### src/rtl/dtb_pkg.sv
// Package: register map, reset values and scan constants of the brightness/test bank
// Behaviour
// - D0 of test register selects test mode
// - Test lights each digit in turn, one per slot, stored registers untouched
// - Test scans eight slots at 7/16 duty
// - Low nibble: digits 0 and 2 duty
// - High nibble: digits 1 and 3 duty
// - Four modulators, sixteen steps, 1/16 blanking
package dtb_pkg;
    localparam logic [7:0] DTB_ADDR_BRT01 = 8'h01;
    localparam logic [7:0] DTB_ADDR_BRT23 = 8'h02;
    localparam logic [7:0] DTB_ADDR_TEST = 8'h07;
    localparam int DTB_TEST_BIT = 0;
    localparam int DTB_LO_NIB = 0;
    localparam int DTB_HI_NIB = 4;
    localparam logic [7:0] DTB_RST_BRT = 8'h00;
    localparam logic DTB_RST_TEST = 1'b0;
    localparam logic [7:0] DTB_RD_UNMAPPED = 8'h00;
    localparam logic [3:0] DTB_TEST_DUTY = 4'h7;
    localparam logic [3:0] DTB_LAST_PHASE = 4'hf;
    localparam int DTB_DIGITS = 4;
    localparam int DTB_TICK_DIV = 4;

    typedef struct packed {
        logic en;
        logic [7:0] addr;
        logic [7:0] data;
    } dtb_wr_type;

    typedef struct packed {
        logic en;
        logic [7:0] addr;
    } dtb_rd_type;
endpackage : dtb_pkg

### src/rtl/dtb_pwm_slice.sv
// One digit's duty comparator
`timescale 1ns/1ps
module dtb_pwm_slice (
    input wire logic [3:0] level,
    input wire logic [3:0] phase,
    input wire logic test_mode,
    output logic lit
);
    import dtb_pkg::*;
    always_comb begin
        if (test_mode) begin
            lit = (phase < DTB_TEST_DUTY);
        end else begin
            lit = (phase <= level) && (phase != DTB_LAST_PHASE);
        end
    end
endmodule : dtb_pwm_slice

### src/rtl/dtb_regs.sv
// Brightness and display-test register bank with per-digit modulators
`timescale 1ns/1ps
module dtb_regs #(
    parameter int TICK_DIV = dtb_pkg::DTB_TICK_DIV
) (
    input wire logic sys_clk,
    input wire logic srst,
    input wire dtb_pkg::dtb_wr_type wr,
    input wire dtb_pkg::dtb_rd_type rd,
    input wire logic shutdown,
    input wire logic scan_all,
    output logic [7:0] rd_data_q,
    output logic rd_valid_q,
    output logic test_mode_q,
    output logic [3:0] drive_q,
    output logic [2:0] slot_q,
    output logic [3:0] phase_q
);
    import dtb_pkg::*;

    logic [7:0] brt01_q, brt01_d, brt23_q, brt23_d;
    logic test_mode_d;
    logic [7:0] rd_data_d;
    logic rd_valid_d;
    logic [$clog2(TICK_DIV+1)-1:0] div_q, div_d;
    logic tick;
    logic [3:0] phase_d;
    logic [2:0] slot_d;
    logic pair_q, pair_d;
    logic [3:0] drive_d;
    logic [3:0] pwm_lit;
    logic [3:0] level [DTB_DIGITS];

    // Register writes and reads
    always_comb begin
        brt01_d = brt01_q;
        brt23_d = brt23_q;
        test_mode_d = test_mode_q;
        rd_valid_d = rd.en;
        rd_data_d = rd_data_q;
        if (wr.en) begin
            case (wr.addr)
                DTB_ADDR_BRT01: brt01_d = wr.data;
                DTB_ADDR_BRT23: brt23_d = wr.data;
                DTB_ADDR_TEST: test_mode_d = wr.data[DTB_TEST_BIT];
                default: ;
            endcase
        end
        if (rd.en) begin
            case (rd.addr)
                DTB_ADDR_BRT01: rd_data_d = brt01_q;
                DTB_ADDR_BRT23: rd_data_d = brt23_q;
                DTB_ADDR_TEST: rd_data_d = {7'h00, test_mode_q};
                default: rd_data_d = DTB_RD_UNMAPPED;
            endcase
        end
    end

    always_ff @(posedge sys_clk) begin
        if (srst) begin
            brt01_q <= DTB_RST_BRT;
            brt23_q <= DTB_RST_BRT;
            test_mode_q <= DTB_RST_TEST;
            rd_data_q <= 8'h00;
            rd_valid_q <= 1'b0;
        end else begin
            brt01_q <= brt01_d;
            brt23_q <= brt23_d;
            test_mode_q <= test_mode_d;
            rd_data_q <= rd_data_d;
            rd_valid_q <= rd_valid_d;
        end
    end

    assign level[0] = brt01_q[DTB_LO_NIB +: 4];
    assign level[1] = brt01_q[DTB_HI_NIB +: 4];
    assign level[2] = brt23_q[DTB_LO_NIB +: 4];
    assign level[3] = brt23_q[DTB_HI_NIB +: 4];

    // Scan timing; one phase per tick, sixteen phases per frame
    always_comb begin
        tick = (div_q == ($bits(div_q))'(TICK_DIV - 1));
        div_d = tick ? '0 : div_q + 1'b1;
        phase_d = phase_q;
        slot_d = slot_q;
        pair_d = pair_q;
        if (tick) begin
            phase_d = phase_q + 4'h1;
            if (phase_q == DTB_LAST_PHASE) begin
                slot_d = slot_q + 3'h1;
                pair_d = scan_all ? ~pair_q : 1'b0;
            end
        end
    end

    always_ff @(posedge sys_clk) begin
        if (srst) begin
            div_q <= '0;
            phase_q <= 4'h0;
            slot_q <= 3'h0;
            pair_q <= 1'b0;
        end else begin
            div_q <= div_d;
            phase_q <= phase_d;
            slot_q <= slot_d;
            pair_q <= pair_d;
        end
    end

    for (genvar i = 0; i < DTB_DIGITS; i++) begin : g_pwm
        dtb_pwm_slice u_slice (
            .level(level[i]),
            .phase(phase_q),
            .test_mode(test_mode_q),
            .lit(pwm_lit[i])
        );
    end

    // Digit drive; test ignores shutdown and scan limit
    always_comb begin
        drive_d = 4'h0;
        for (int i = 0; i < DTB_DIGITS; i++) begin
            if (test_mode_q) begin
                drive_d[i] = pwm_lit[i] && (slot_q[1:0] == i[1:0]);
            end else begin
                drive_d[i] = pwm_lit[i] && !shutdown && (pair_q == i[1]);
            end
        end
    end

    always_ff @(posedge sys_clk) begin
        if (srst) begin
            drive_q <= 4'h0;
        end else begin
            drive_q <= drive_d;
        end
    end

    a_test_decode: assert property (@(posedge sys_clk) disable iff (srst)
        wr.en && wr.addr == DTB_ADDR_TEST |=> test_mode_q == $past(wr.data[DTB_TEST_BIT]))
        else $error("test mode not taken from D0");

    // upper test bits read as zero
    a_test_readback: assert property (@(posedge sys_clk) disable iff (srst)
        rd.en && rd.addr == DTB_ADDR_TEST
        |=> rd_valid_q && rd_data_q == {7'h00, $past(test_mode_q)})
        else $error("test register read back wrong");

    a_brt_kept: assert property (@(posedge sys_clk) disable iff (srst)
        !(wr.en && (wr.addr == DTB_ADDR_BRT01 || wr.addr == DTB_ADDR_BRT23))
        |=> $stable(brt01_q) && $stable(brt23_q))
        else $error("brightness changed without write");

    a_test_lights: assert property (@(posedge sys_clk) disable iff (srst)
        test_mode_q && shutdown && phase_q < 4'h7 && $stable(test_mode_q)
        |=> drive_q != 4'h0)
        else $error("test mode failed to light a digit");

    a_shut_dark: assert property (@(posedge sys_clk) disable iff (srst)
        !test_mode_q && shutdown |=> drive_q == 4'h0)
        else $error("digit lit in shutdown");

    a_test_duty: assert property (@(posedge sys_clk) disable iff (srst)
        test_mode_q && phase_q >= 4'h7 |=> drive_q == 4'h0)
        else $error("test duty above 7/16");

    // one slot digit at a time
    a_test_single: assert property (@(posedge sys_clk) disable iff (srst)
        test_mode_q |=> $onehot0(drive_q))
        else $error("several digits lit in test");

    a_brt_write: assert property (@(posedge sys_clk) disable iff (srst)
        wr.en && wr.addr == DTB_ADDR_BRT01 |=> brt01_q == $past(wr.data))
        else $error("brightness write lost");

    a_low_nibble: assert property (@(posedge sys_clk) disable iff (srst)
        !test_mode_q && !shutdown && !pair_q && phase_q <= brt01_q[3:0]
        && phase_q != 4'hf |=> drive_q[0])
        else $error("digit 0 duty too short");

    a_digit2_duty: assert property (@(posedge sys_clk) disable iff (srst)
        !test_mode_q && !shutdown && pair_q && phase_q <= brt23_q[3:0]
        && phase_q != DTB_LAST_PHASE |=> drive_q[2])
        else $error("digit 2 duty too short");

    a_high_nibble: assert property (@(posedge sys_clk) disable iff (srst)
        !test_mode_q && !pair_q && phase_q > brt01_q[7:4] |=> !drive_q[1])
        else $error("digit 1 duty too long");

    a_digit3_duty: assert property (@(posedge sys_clk) disable iff (srst)
        !test_mode_q && pair_q && phase_q > brt23_q[7:4] |=> !drive_q[3])
        else $error("digit 3 duty too long");

    a_blank_phase: assert property (@(posedge sys_clk) disable iff (srst)
        phase_q == 4'hf |=> drive_q == 4'h0)
        else $error("no blanking in last phase");

    a_pair_split: assert property (@(posedge sys_clk) disable iff (srst)
        !test_mode_q |=> !((|drive_q[1:0]) && (|drive_q[3:2])))
        else $error("both digit pairs lit");

    a_slot_step: assert property (@(posedge sys_clk) disable iff (srst)
        tick && phase_q == 4'hf |=> slot_q == $past(slot_q) + 3'h1)
        else $error("slot did not advance");

    c_test_enter: cover property (@(posedge sys_clk) disable iff (srst)
        !test_mode_q ##1 test_mode_q);
    c_upper_pair: cover property (@(posedge sys_clk) disable iff (srst)
        pair_q && drive_q[3]);
    c_max_brt: cover property (@(posedge sys_clk) disable iff (srst)
        brt01_q[3:0] == 4'hf && drive_q[0]);
    c_test_shut: cover property (@(posedge sys_clk) disable iff (srst)
        test_mode_q && shutdown && drive_q != 4'h0);
endmodule : dtb_regs

### config.mk
export PLATFORM = sky130hd
export DESIGN_NAME = dtb_regs
export DESIGN_NICKNAME = d
export VERILOG_FILES = /design/src/rtl/dtb_pkg.sv /design/src/rtl/dtb_pwm_slice.sv /design/src/rtl/dtb_regs.sv
export SDC_FILE = /design/constraint.sdc
export NUM_CORES = 1
export LEC_CHECK = 0
export BUFFER_PORTS_ARGS = -buffer_cell sky130_fd_sc_hd__buf_2
export CAP_MARGIN = 20
export CORE_MARGIN = 3
export CORE_UTILIZATION = 25
export DETAILED_ROUTE_END_ITERATION = 16
export PLACE_DENSITY_LB_ADDON = 0.1
export RECOVER_POWER = 100
export SLEW_MARGIN = 0
export SYNTH_ARGS = -nofsm -noshare
export SYNTH_HDL_FRONTEND = slang
export SYNTH_SLANG_ARGS = --single-unit
### constraint.sdc
create_clock -name sys_clk -period 1.7 [get_ports sys_clk]
set_input_delay 0.34 -clock sys_clk [delete_from_list [all_inputs] [get_ports sys_clk]]
set_output_delay 0.34 -clock sys_clk [all_outputs]
set_load 0.01 [all_outputs]
== Yosys cells after proc, flatten, opt, wreduce, memory -nomap -nowiden ==
Index checks and enable logic that the tools add are counted.

* Add/sub/neg operators: 3
* Order comparisons: 5
* Eq/ne operators: 12
* Mux-type cells: 10
* Bitwise operators: 1
* Reduce and logical (&&, ||, !) cells: 23

{| class="wikitable"
|+ Operators with widths
! cell !! number
|-
| $pmux W8 S3 || 1
|-
| $eq A8 B1 Y1 const B || 2
|-
| $eq A8 B2 Y1 const B || 2
|-
| $eq A8 B3 Y1 const B || 2
|-
| $le A4 B4 Y1 || 4
|-
| $logic_and A1 B1 Y1 || 16
|-
| $mux W1 || 9
|-
| $reduce_and A2 Y1 || 4
|-
| $add A3 B1 Y3 const B || 2
|-
| $add A4 B1 Y4 const B || 1
|-
| $eq A2 B2 Y1 const B || 2
|-
| $eq A4 B4 Y1 const B || 1
|-
| $lt A4 B3 Y1 const B || 1
|-
| $ne A4 B4 Y1 const B || 1
|-
| $eq A3 B2 Y1 const B || 1
|-
| $eq A2 B1 Y1 const B || 1
|-
| $logic_not A2 Y1 || 1
|-
| $reduce_or A2 Y1 || 1
|-
| $logic_not A1 Y1 || 1
|-
| $not A1 Y1 || 1
|}

* Bits in registers: 41
* Logic and storage cells: 64

== Longest topological paths before layout ==
Gate-level depths: netlist (run 1).

* Word-level depth: 6
* Mapped depth: 7
* Depth with buffers taken out: 6

== Modules after synthesis ==
Synthesis (run 1) repeated with hierarchy kept, for this count alone.

* Cell total of the unflattened synthesis: 243
* Area, all modules: 2269.7 um^2

{| class="wikitable"
|+ By module, submodules not included
! module !! times used !! cells an instance !! area each (um^2)
|-
| dtb_regs || 1 || 179 || 1749.2
|-
| dtb_pwm_slice || 4 || 16 || 130.1
|}

== Worst setup path before layout (run 1) ==
OpenSTA, ideal clock, no wires.

* Path type: reg2reg
* From: reg phase_q[2]
* To: reg drive_q[2]
* Setup time: 0.070 ns
* Arrival: 1.419 ns
* Data required time: 1.630 ns
* Slack: 0.212 ns
* Stages on the path, launching flop included: 6
* Path buffers: 0
* Period minus slack after synthesis: 1.488 ns
* Cells stage by stage: dfxtp_1 ha_1 and4b_1 a211oi_1 o21ai_0 a21oi_1

* Cells in the longest elaborated chain, start to end: 6
* Elaborated cells between the ends (all ways): 9

{| class="wikitable"
|+ RTL lines
! element !! RTL line !! text
|-
| start: declaration || dtb_regs.sv:17 || <nowiki>output logic [3:0] phase_q</nowiki>
|-
| start signal: assignment || dtb_regs.sv:104 || <nowiki>phase_q <= phase_d;</nowiki>
|-
| $le A4 B4 Y1 / $ne A4 B4 Y1 (equally long branches) || dtb_pwm_slice.sv:14 || <nowiki>lit = (phase <= level) && (phase != DTB_LAST_PHASE);</nowiki>
|-
| $logic_and A1 B1 Y1 || dtb_pwm_slice.sv:14 ||
|-
| $mux W1 * || dtb_pwm_slice.sv:11 || <nowiki>if (test_mode) begin</nowiki>
|-
| $logic_and A1 B1 Y1 (2 in a row) || dtb_regs.sv:126 || <nowiki>drive_d[i] = pwm_lit[i] && !shutdown && (pair_q == i[1]);</nowiki>
|-
| $mux W1 * || dtb_regs.sv:123 || <nowiki>if (test_mode_q) begin</nowiki>
|-
| end signal: assignment || dtb_regs.sv:135 || <nowiki>drive_q <= drive_d;</nowiki>
|-
| end: declaration || dtb_regs.sv:15 || <nowiki>output logic [3:0] drive_q,</nowiki>
|}

Mark *: on every way between the ends. The rest lies on a longest branch, timed or not.
A chain may end at the register's enable or synchronous reset.

== Worst setup path in the final report (run 1) ==
* From: reg phase_q[3]
* To: reg drive_q[3]

The elaborated chain is that of the path after synthesis.

==> results of run 1 <==
[repair_timing]
action,CTS,global route
pin swaps,0,0
setup endpoints to repair,2,5
resized for setup,1,6
[final timing paths]
check | from | end | depth (start not counted)
setup / recovery | phase_q[3] | drive_q[3] | 5
hold reg to reg | div_q[0] | div_q[0] | 1
hold / removal | wr[1] | brt23_q[1] | 3
setup reg to reg | phase_q[3] | drive_q[3] | 5
[cell families after synthesis]
family | after synthesis | share of synthesized area (%)
adders and majority gates | 23 | 13.40
and+or+nand+nor | 80 | 21.74
AOI/OAI and AO/OA | 37 | 11.36
muxes | 18 | 8.391
xor gates and xnor gates | 6 | 2.448
DFF | 41 | 38.23
buffers and inverters | 25 | 4.428
[worst max-delay path, cell delays in order, from the launching register on]
cell and delay (ps):
dfxtp_1 520, ha_1 310, and4b_1 210, a211oi_1 200, o21ai_1 120, a21oi_1 150
[metal layers]
layer,routed length (um),up-vias
li1,-,942
met1,2809,824
met2,2637,29
met3,192,4
met4,26,0
met5,0,-
[cell usage in the layout (no fill, tap or decap), types with 4 or more instances in the layout]
| master | instances |
|---|---|
| buf_2 | 31 |
| a21oi_1 | 13 |
| nand4_1 | 4 |
| buf_4 | 11 |
| ha_1 | 23 |
| and4b_1 | 4 |
| a22o_1 | 7 |
| clkbuf_8 | 7 |
| inv_1 | 17 |
| a21o_1 | 6 |
| nand2_1 | 7 |
| mux2i_1 | 18 |
| nor2b_1 | 10 |
| and4_1 | 4 |
| nor2_1 | 34 |
| dfxtp_1 | 39 |
| a211oi_1 | 4 |
| clkbuf_1 | 22 |
[state kept, by name, indices dropped and copies added, names as in the netlist, 3 cells and up]
| register | count |
|---|---|
| brt01_q | 8 |
| brt23_q | 8 |
| div_q | 3 |
| drive_q | 4 |
| phase_q | 4 |
| rd_data_q | 8 |
| slot_q | 3 |
[cell type report]
type	instances	share of cell area, %
clock inverter	1	0.1851
tap	105	4.859
inverter	17	2.360
timing repair buffer	67	12.40
multi-input combinational	164	46.18
sequential	41	30.45
clock buffer	7	3.563
[power by group through the flow]
| stage | Clock (W) | Combinational (W) | Sequential, W |
|---|---|---|---|
| 2_1_floorplan | 0 | 0.0000730 | 0.00101 |
| 3_3_place_gp | 0 | 0.000166 | 0.00100 |
| 3_5_place_dp | 0 | 0.000165 | 0.00101 |
| 4_1_cts | 0.000742 | 0.000166 | 0.000982 |
| 5_1_grt | 0.000781 | 0.000180 | 0.000984 |
| 6_report | 0.000711 | 0.000158 | 0.000982 |
[through the flow]
stage               total power (W)  hold slack, ps  worst slack (ps)  util (%)  cell area [sq um]
floorplan                  0.001081           404.3             211.6         -               2147
global placement           0.001171           423.6            -160.6     31.79               2625
detailed placement         0.001170           428.1            -161.4     31.79               2625
CTS                        0.001890           288.1             22.51     33.09               2733
global route               0.001945           281.9             20.11     32.74               2704
finish                     0.001852           300.1             128.2     32.74               2704
==> impl_metrics.ini, run 1 <==
[clock_network]
cts_root_buf = clkbuf_8
numCtsBuffers = 5
cts.reportedPaths.clkPinSlew_ps = 80
clock_sink_count = 41
hold_buffers = 0
insertion_delay_of_the_later_clocked_pin_in_the_worst_skew_pair_ps = 290
cts_htree_levels = 2
clk_path_buf_depth = 2
clock_tree_from_tritoncts = built
post_cts.repair.setup_buffers = 0

[critical_path]
critical_path.startpoint_type = flop
max_fo_critical_path = 7
worstSetupPathType = flop to flop
critPathCaptureType = flop
worst_ep_arrival_time_ps = 1790
required_ps = 1920
r2r_slack_ps = 130

[final_layout]
sequential_cell_area_sq_um = 823.3
multi_input_gate_area_in_the_final_layout_sq_um = 1249
ratio_of_cells_with_drive_above_1_in_the_final_layout_pct = 20.88
antenna-diode-count = 0
flow.area_growth_from_synthesis_pct = 25.93
fin_nets = 349
fill_cells = 900
finish.cell_count_without_fillers = 402

[timing]
setup_total_negative_slack_ps = 0
final_period_util_pct = 92.46
max-slew-margin-rel_pct = 50.94
setup_violations = 0
hold_viol = 0
clock.fmax_ghz = 0.6362
period_needed_ps = 1572
rsz0062_at_grt = false
final-max-slew-violation-count = 0
worstMarginPinSlew_ps = 735.9
skew_ps = 7.566

[power_and_ir_drop]
internal_power_w = 0.001414
power.net_switching_w = 0.0004382
vdd_drop_max_uv = 293.1
power_density_of_the_placed_cells_nw_per_um2 = 684.9
leak_pwr_nw = 1.236
share_comb_of_total_power_pct = 8.6
p_seq_share_pct = 53.0
swShare_pct = 23.67
clkPwrFrac_pct = 38.4

[die]
die-width_um = 98.67
pin_count = 51
core_sq_um = 8258
start_util_pct = 26.00
fp.dieArea_sq_um = 9736
floorplan.die.height_um = 98.67
rows = 33

[min_path]
hold_class = input pin to flop

[synthesis]
post-synth-top-area-fraction_pct = 38.23
synthesis.yosys.warnings = 0
asyncSetResetFlopFracSynth_pct = 0
postSynthCellCount = 230
synth.cells.most_frequent = 41 x dfxtp_1, 34 x nor2_1, 23 x ha_1
synth_sequential_area_ratio_pct = 38.23
synth_enable_flop_cells = 0
synth_top_cell_by_area = dfxtp_1
synthesis.nets = 283
postSynthRegisterBits = 41
dominantRegCellSynth = dfxtp_1
synth.avg_cell_area_sq_um = 9.335
syn-cell-area_sq_um = 2147
synthDistinctLibCells = 36
yosys-top-cells-area = dfxtp_1 38%, ha_1 13%, mux2i_1 8.4%
yosys.cell_count.top_type = dfxtp_1

[global_route]
grt_pass1_wl_um = 9149
first_global_vias = 1811
groute.usage.overall_pct = 11.78
grt_max_degree = 17
use_met1_pct = 15.78
groute.layer.met2.usage_pct = 19.50
grt_busiest_layer = met2
global_route.overflow_total = 0
met3_usage_pct = 2.831
grt_antenna_before_repair = 0

[placed_design]
place_hpwl_um = 4500
place.port_buffers = 50
numPlacedInstances = 394
gp_congestion = 0.7317

[detailed_routing]
initialDrtViolationCount = 32
dr_total_vias = 1799
wl_um = 5665
number_of_search_and_repair_iterations_in_the_first_detailed_routing_pass = 4
detail_route.vias_per_cell = 4.475
route.detailed.wl_per_inst_um = 14.09
detail_route.drc_violations = 0
postRouteAntennaNets = 0

[job]
drv.max_cap_violation_count = 0

[run_status]
status = complete, no violations
Power figures use the tool's default switching activity.
==> run 2, diff against run 1 <==
--- a/config.mk
+++ b/config.mk
@@ -5,7 +5,7 @@
 export SDC_FILE = /design/constraint.sdc
 export NUM_CORES = 1
 export LEC_CHECK = 0
-export BUFFER_PORTS_ARGS = -buffer_cell sky130_fd_sc_hd__buf_2
+export BUFFER_PORTS_ARGS = -buffer_cell sky130_fd_sc_hd__buf_4
 export CAP_MARGIN = 20
 export CORE_MARGIN = 3
 export CORE_UTILIZATION = 25
==> run 2 against run 1 <==
Effect of this change:
- sequential share of layout area is 1.2 points lower
- worst setup slack better by 7.5 ps
- clock power is 17% higher
- via count is 0.89% lower
==> impl_metrics.ini, run 2 (synthesis results as in run 1) <==
[final_layout]
sequential_cell_area_sq_um = 822.0
finish.cell_count_without_fillers = 403
multi_input_gate_area_in_the_final_layout_sq_um = 1240
mostFrequentLayoutCells = 41 x buf_4, 40 x dfxtp_1, 34 x nor2_1
antenna-diode-count = 0
fill_cells = 926
layout_top_registers = brt01_q (8), brt23_q (8), rd_data_q (8)
ratio_of_cells_with_drive_above_1_in_the_final_layout_pct = 21.48
final_common_cell = buf_4
fin_nets = 350
flow.area_growth_from_synthesis_pct = 31.06

[placed_design]
gp_congestion = 0.6961
place_hpwl_um = 4471
place.port_buffers = 50
numPlacedInstances = 395

[die]
die-width_um = 98.67
rows = 33
pin_count = 51
fp.dieArea_sq_um = 9736
floorplan.die.height_um = 98.67
start_util_pct = 26.00
core_sq_um = 8258

[timing]
max-slew-margin-rel_pct = 34.23
final-max-slew-violation-count = 0
clock.fmax_ghz = 0.6393
skew_ps = 11.28
hold_viol = 0
setup_total_negative_slack_ps = 0
final_period_util_pct = 92.02
rsz0062_at_grt = false
period_needed_ps = 1564
worstMarginPinSlew_ps = 986.6
setup_violations = 0

[clock_network]
cts_root_buf = clkbuf_8
clock_tree_from_tritoncts = built
numCtsBuffers = 5
clk_path_buf_depth = 2
clock_sink_count = 41
cts.reportedPaths.clkPinSlew_ps = 90
insertion_delay_of_the_later_clocked_pin_in_the_worst_skew_pair_ps = 300
cts_htree_levels = 2
post_cts.repair.setup_buffers = 0

[critical_path]
critPathTopFamily = compound AO/OA/AOI/OAI gates
critical_path.startpoint_type = flop
worstSetupPathType = flop to flop
worst_ep_arrival_time_ps = 1780
critPathCaptureType = flop
timing.critical_path.cells = ha_1 -> and4b_1 -> a211oi_1 -> o21ai_0 -> a21oi_1
max_fo_critical_path = 7
critical_path.n_buffers_inverters = 0
required_ps = 1920
critPathSlowestCell = dfxtp_1
critical-path-max-stage-delay_ps = 480

[global_route]
use_met1_pct = 16.78
groute.layer.met2.usage_pct = 18.77
first_global_vias = 1843
grt_max_degree = 22
grt_antenna_before_repair = 0
global_route.overflow_total = 0
grt_pass1_wl_um = 9453
grt_busiest_layer = met2
met3_usage_pct = 2.902
groute.usage.overall_pct = 11.94

[detailed_routing]
detail_route.vias_per_cell = 4.424
wl_um = 5614
initialDrtViolationCount = 40
route.detailed.wl_per_inst_um = 13.93
number_of_search_and_repair_iterations_in_the_first_detailed_routing_pass = 4
postRouteAntennaNets = 0
detail_route.drc_violations = 0
dr_total_vias = 1783

[power_and_ir_drop]
power_density_of_the_placed_cells_nw_per_um2 = 707.8
vdd_drop_max_uv = 296.3
leak_pwr_nw = 1.274

[min_path]
hold_class = input pin to flop

[job]
drv.max_cap_violation_count = 0

[run_status]
status = complete, no violations
-- run 2: cell types whose count changed in the layout (fill, tap and decap cells not counted), sizes merged --
cell,delta
bufinv,+1
clkinvlp,+1
clkinv,-1
-- run 2: metrics by stage --
stage	instance area (sq um)	utilization (%)	hold slack, ps	worst slack (ps)	power, W
after CTS	2890	35.00	273.1	111.2	0.002036
after floorplan	2147	-	404.3	211.6	0.001081
after global placement	2770	33.55	425.0	77.15	0.001191
after global routing	2814	34.08	276.4	7.268	0.002091
final	2814	34.08	277.2	135.7	0.001992
after detailed placement	2770	33.55	429.3	83.39	0.001191
-- run 2: final cells by class --
cell class	instances	share of cell area, %
Tap cell	105	4.669
Timing Repair Buffer	68	15.52
Inverter	17	2.268
Clock buffer	6	2.935
Multi-Input combinational cell	164	44.06
Clock inverter	2	1.334
Sequential cell	41	29.21
-- run 2: power by group --
group,internal [W],switching [W]
clock,0.000478,0.000357
sequential,0.000975,0.00000703
combinational,0.0000881,0.0000867
total,0.00154,0.000451
-- run 2: path summary, 6_finish.rpt --
path	start	end	slack (ps)	cells past startpoint
worst max-delay path	phase_q[3]	drive_q[3]	140	5
worst min-delay path	wr[6]	brt23_q[6]	280	3
worst max register to register	phase_q[3]	drive_q[3]	140	5
worst min register to register	div_q[0]	div_q[0]	430	1
-- run 2: repair_timing --
| item | CTS | global route |
|---|---|---|
| endpoints found under the setup margin | 0 | 3 |
| hold buffers | 0 | 0 |
| resized for setup | 0 | 3 |
-- run 2: per-layer routing --
layer,share of wire (%),wire (um)
met5,0,0
met4,0.34,19
met3,3.7,208
met2,46,2567
met1,50,2819
-- run 2: worst reg2reg max path, stage by stage (launching register included) --
cell and delay [ps]:
dfxtp_1 480, ha_1 300, and4b_1 220, a211oi_1 190
o21ai_0 130, a21oi_1 170
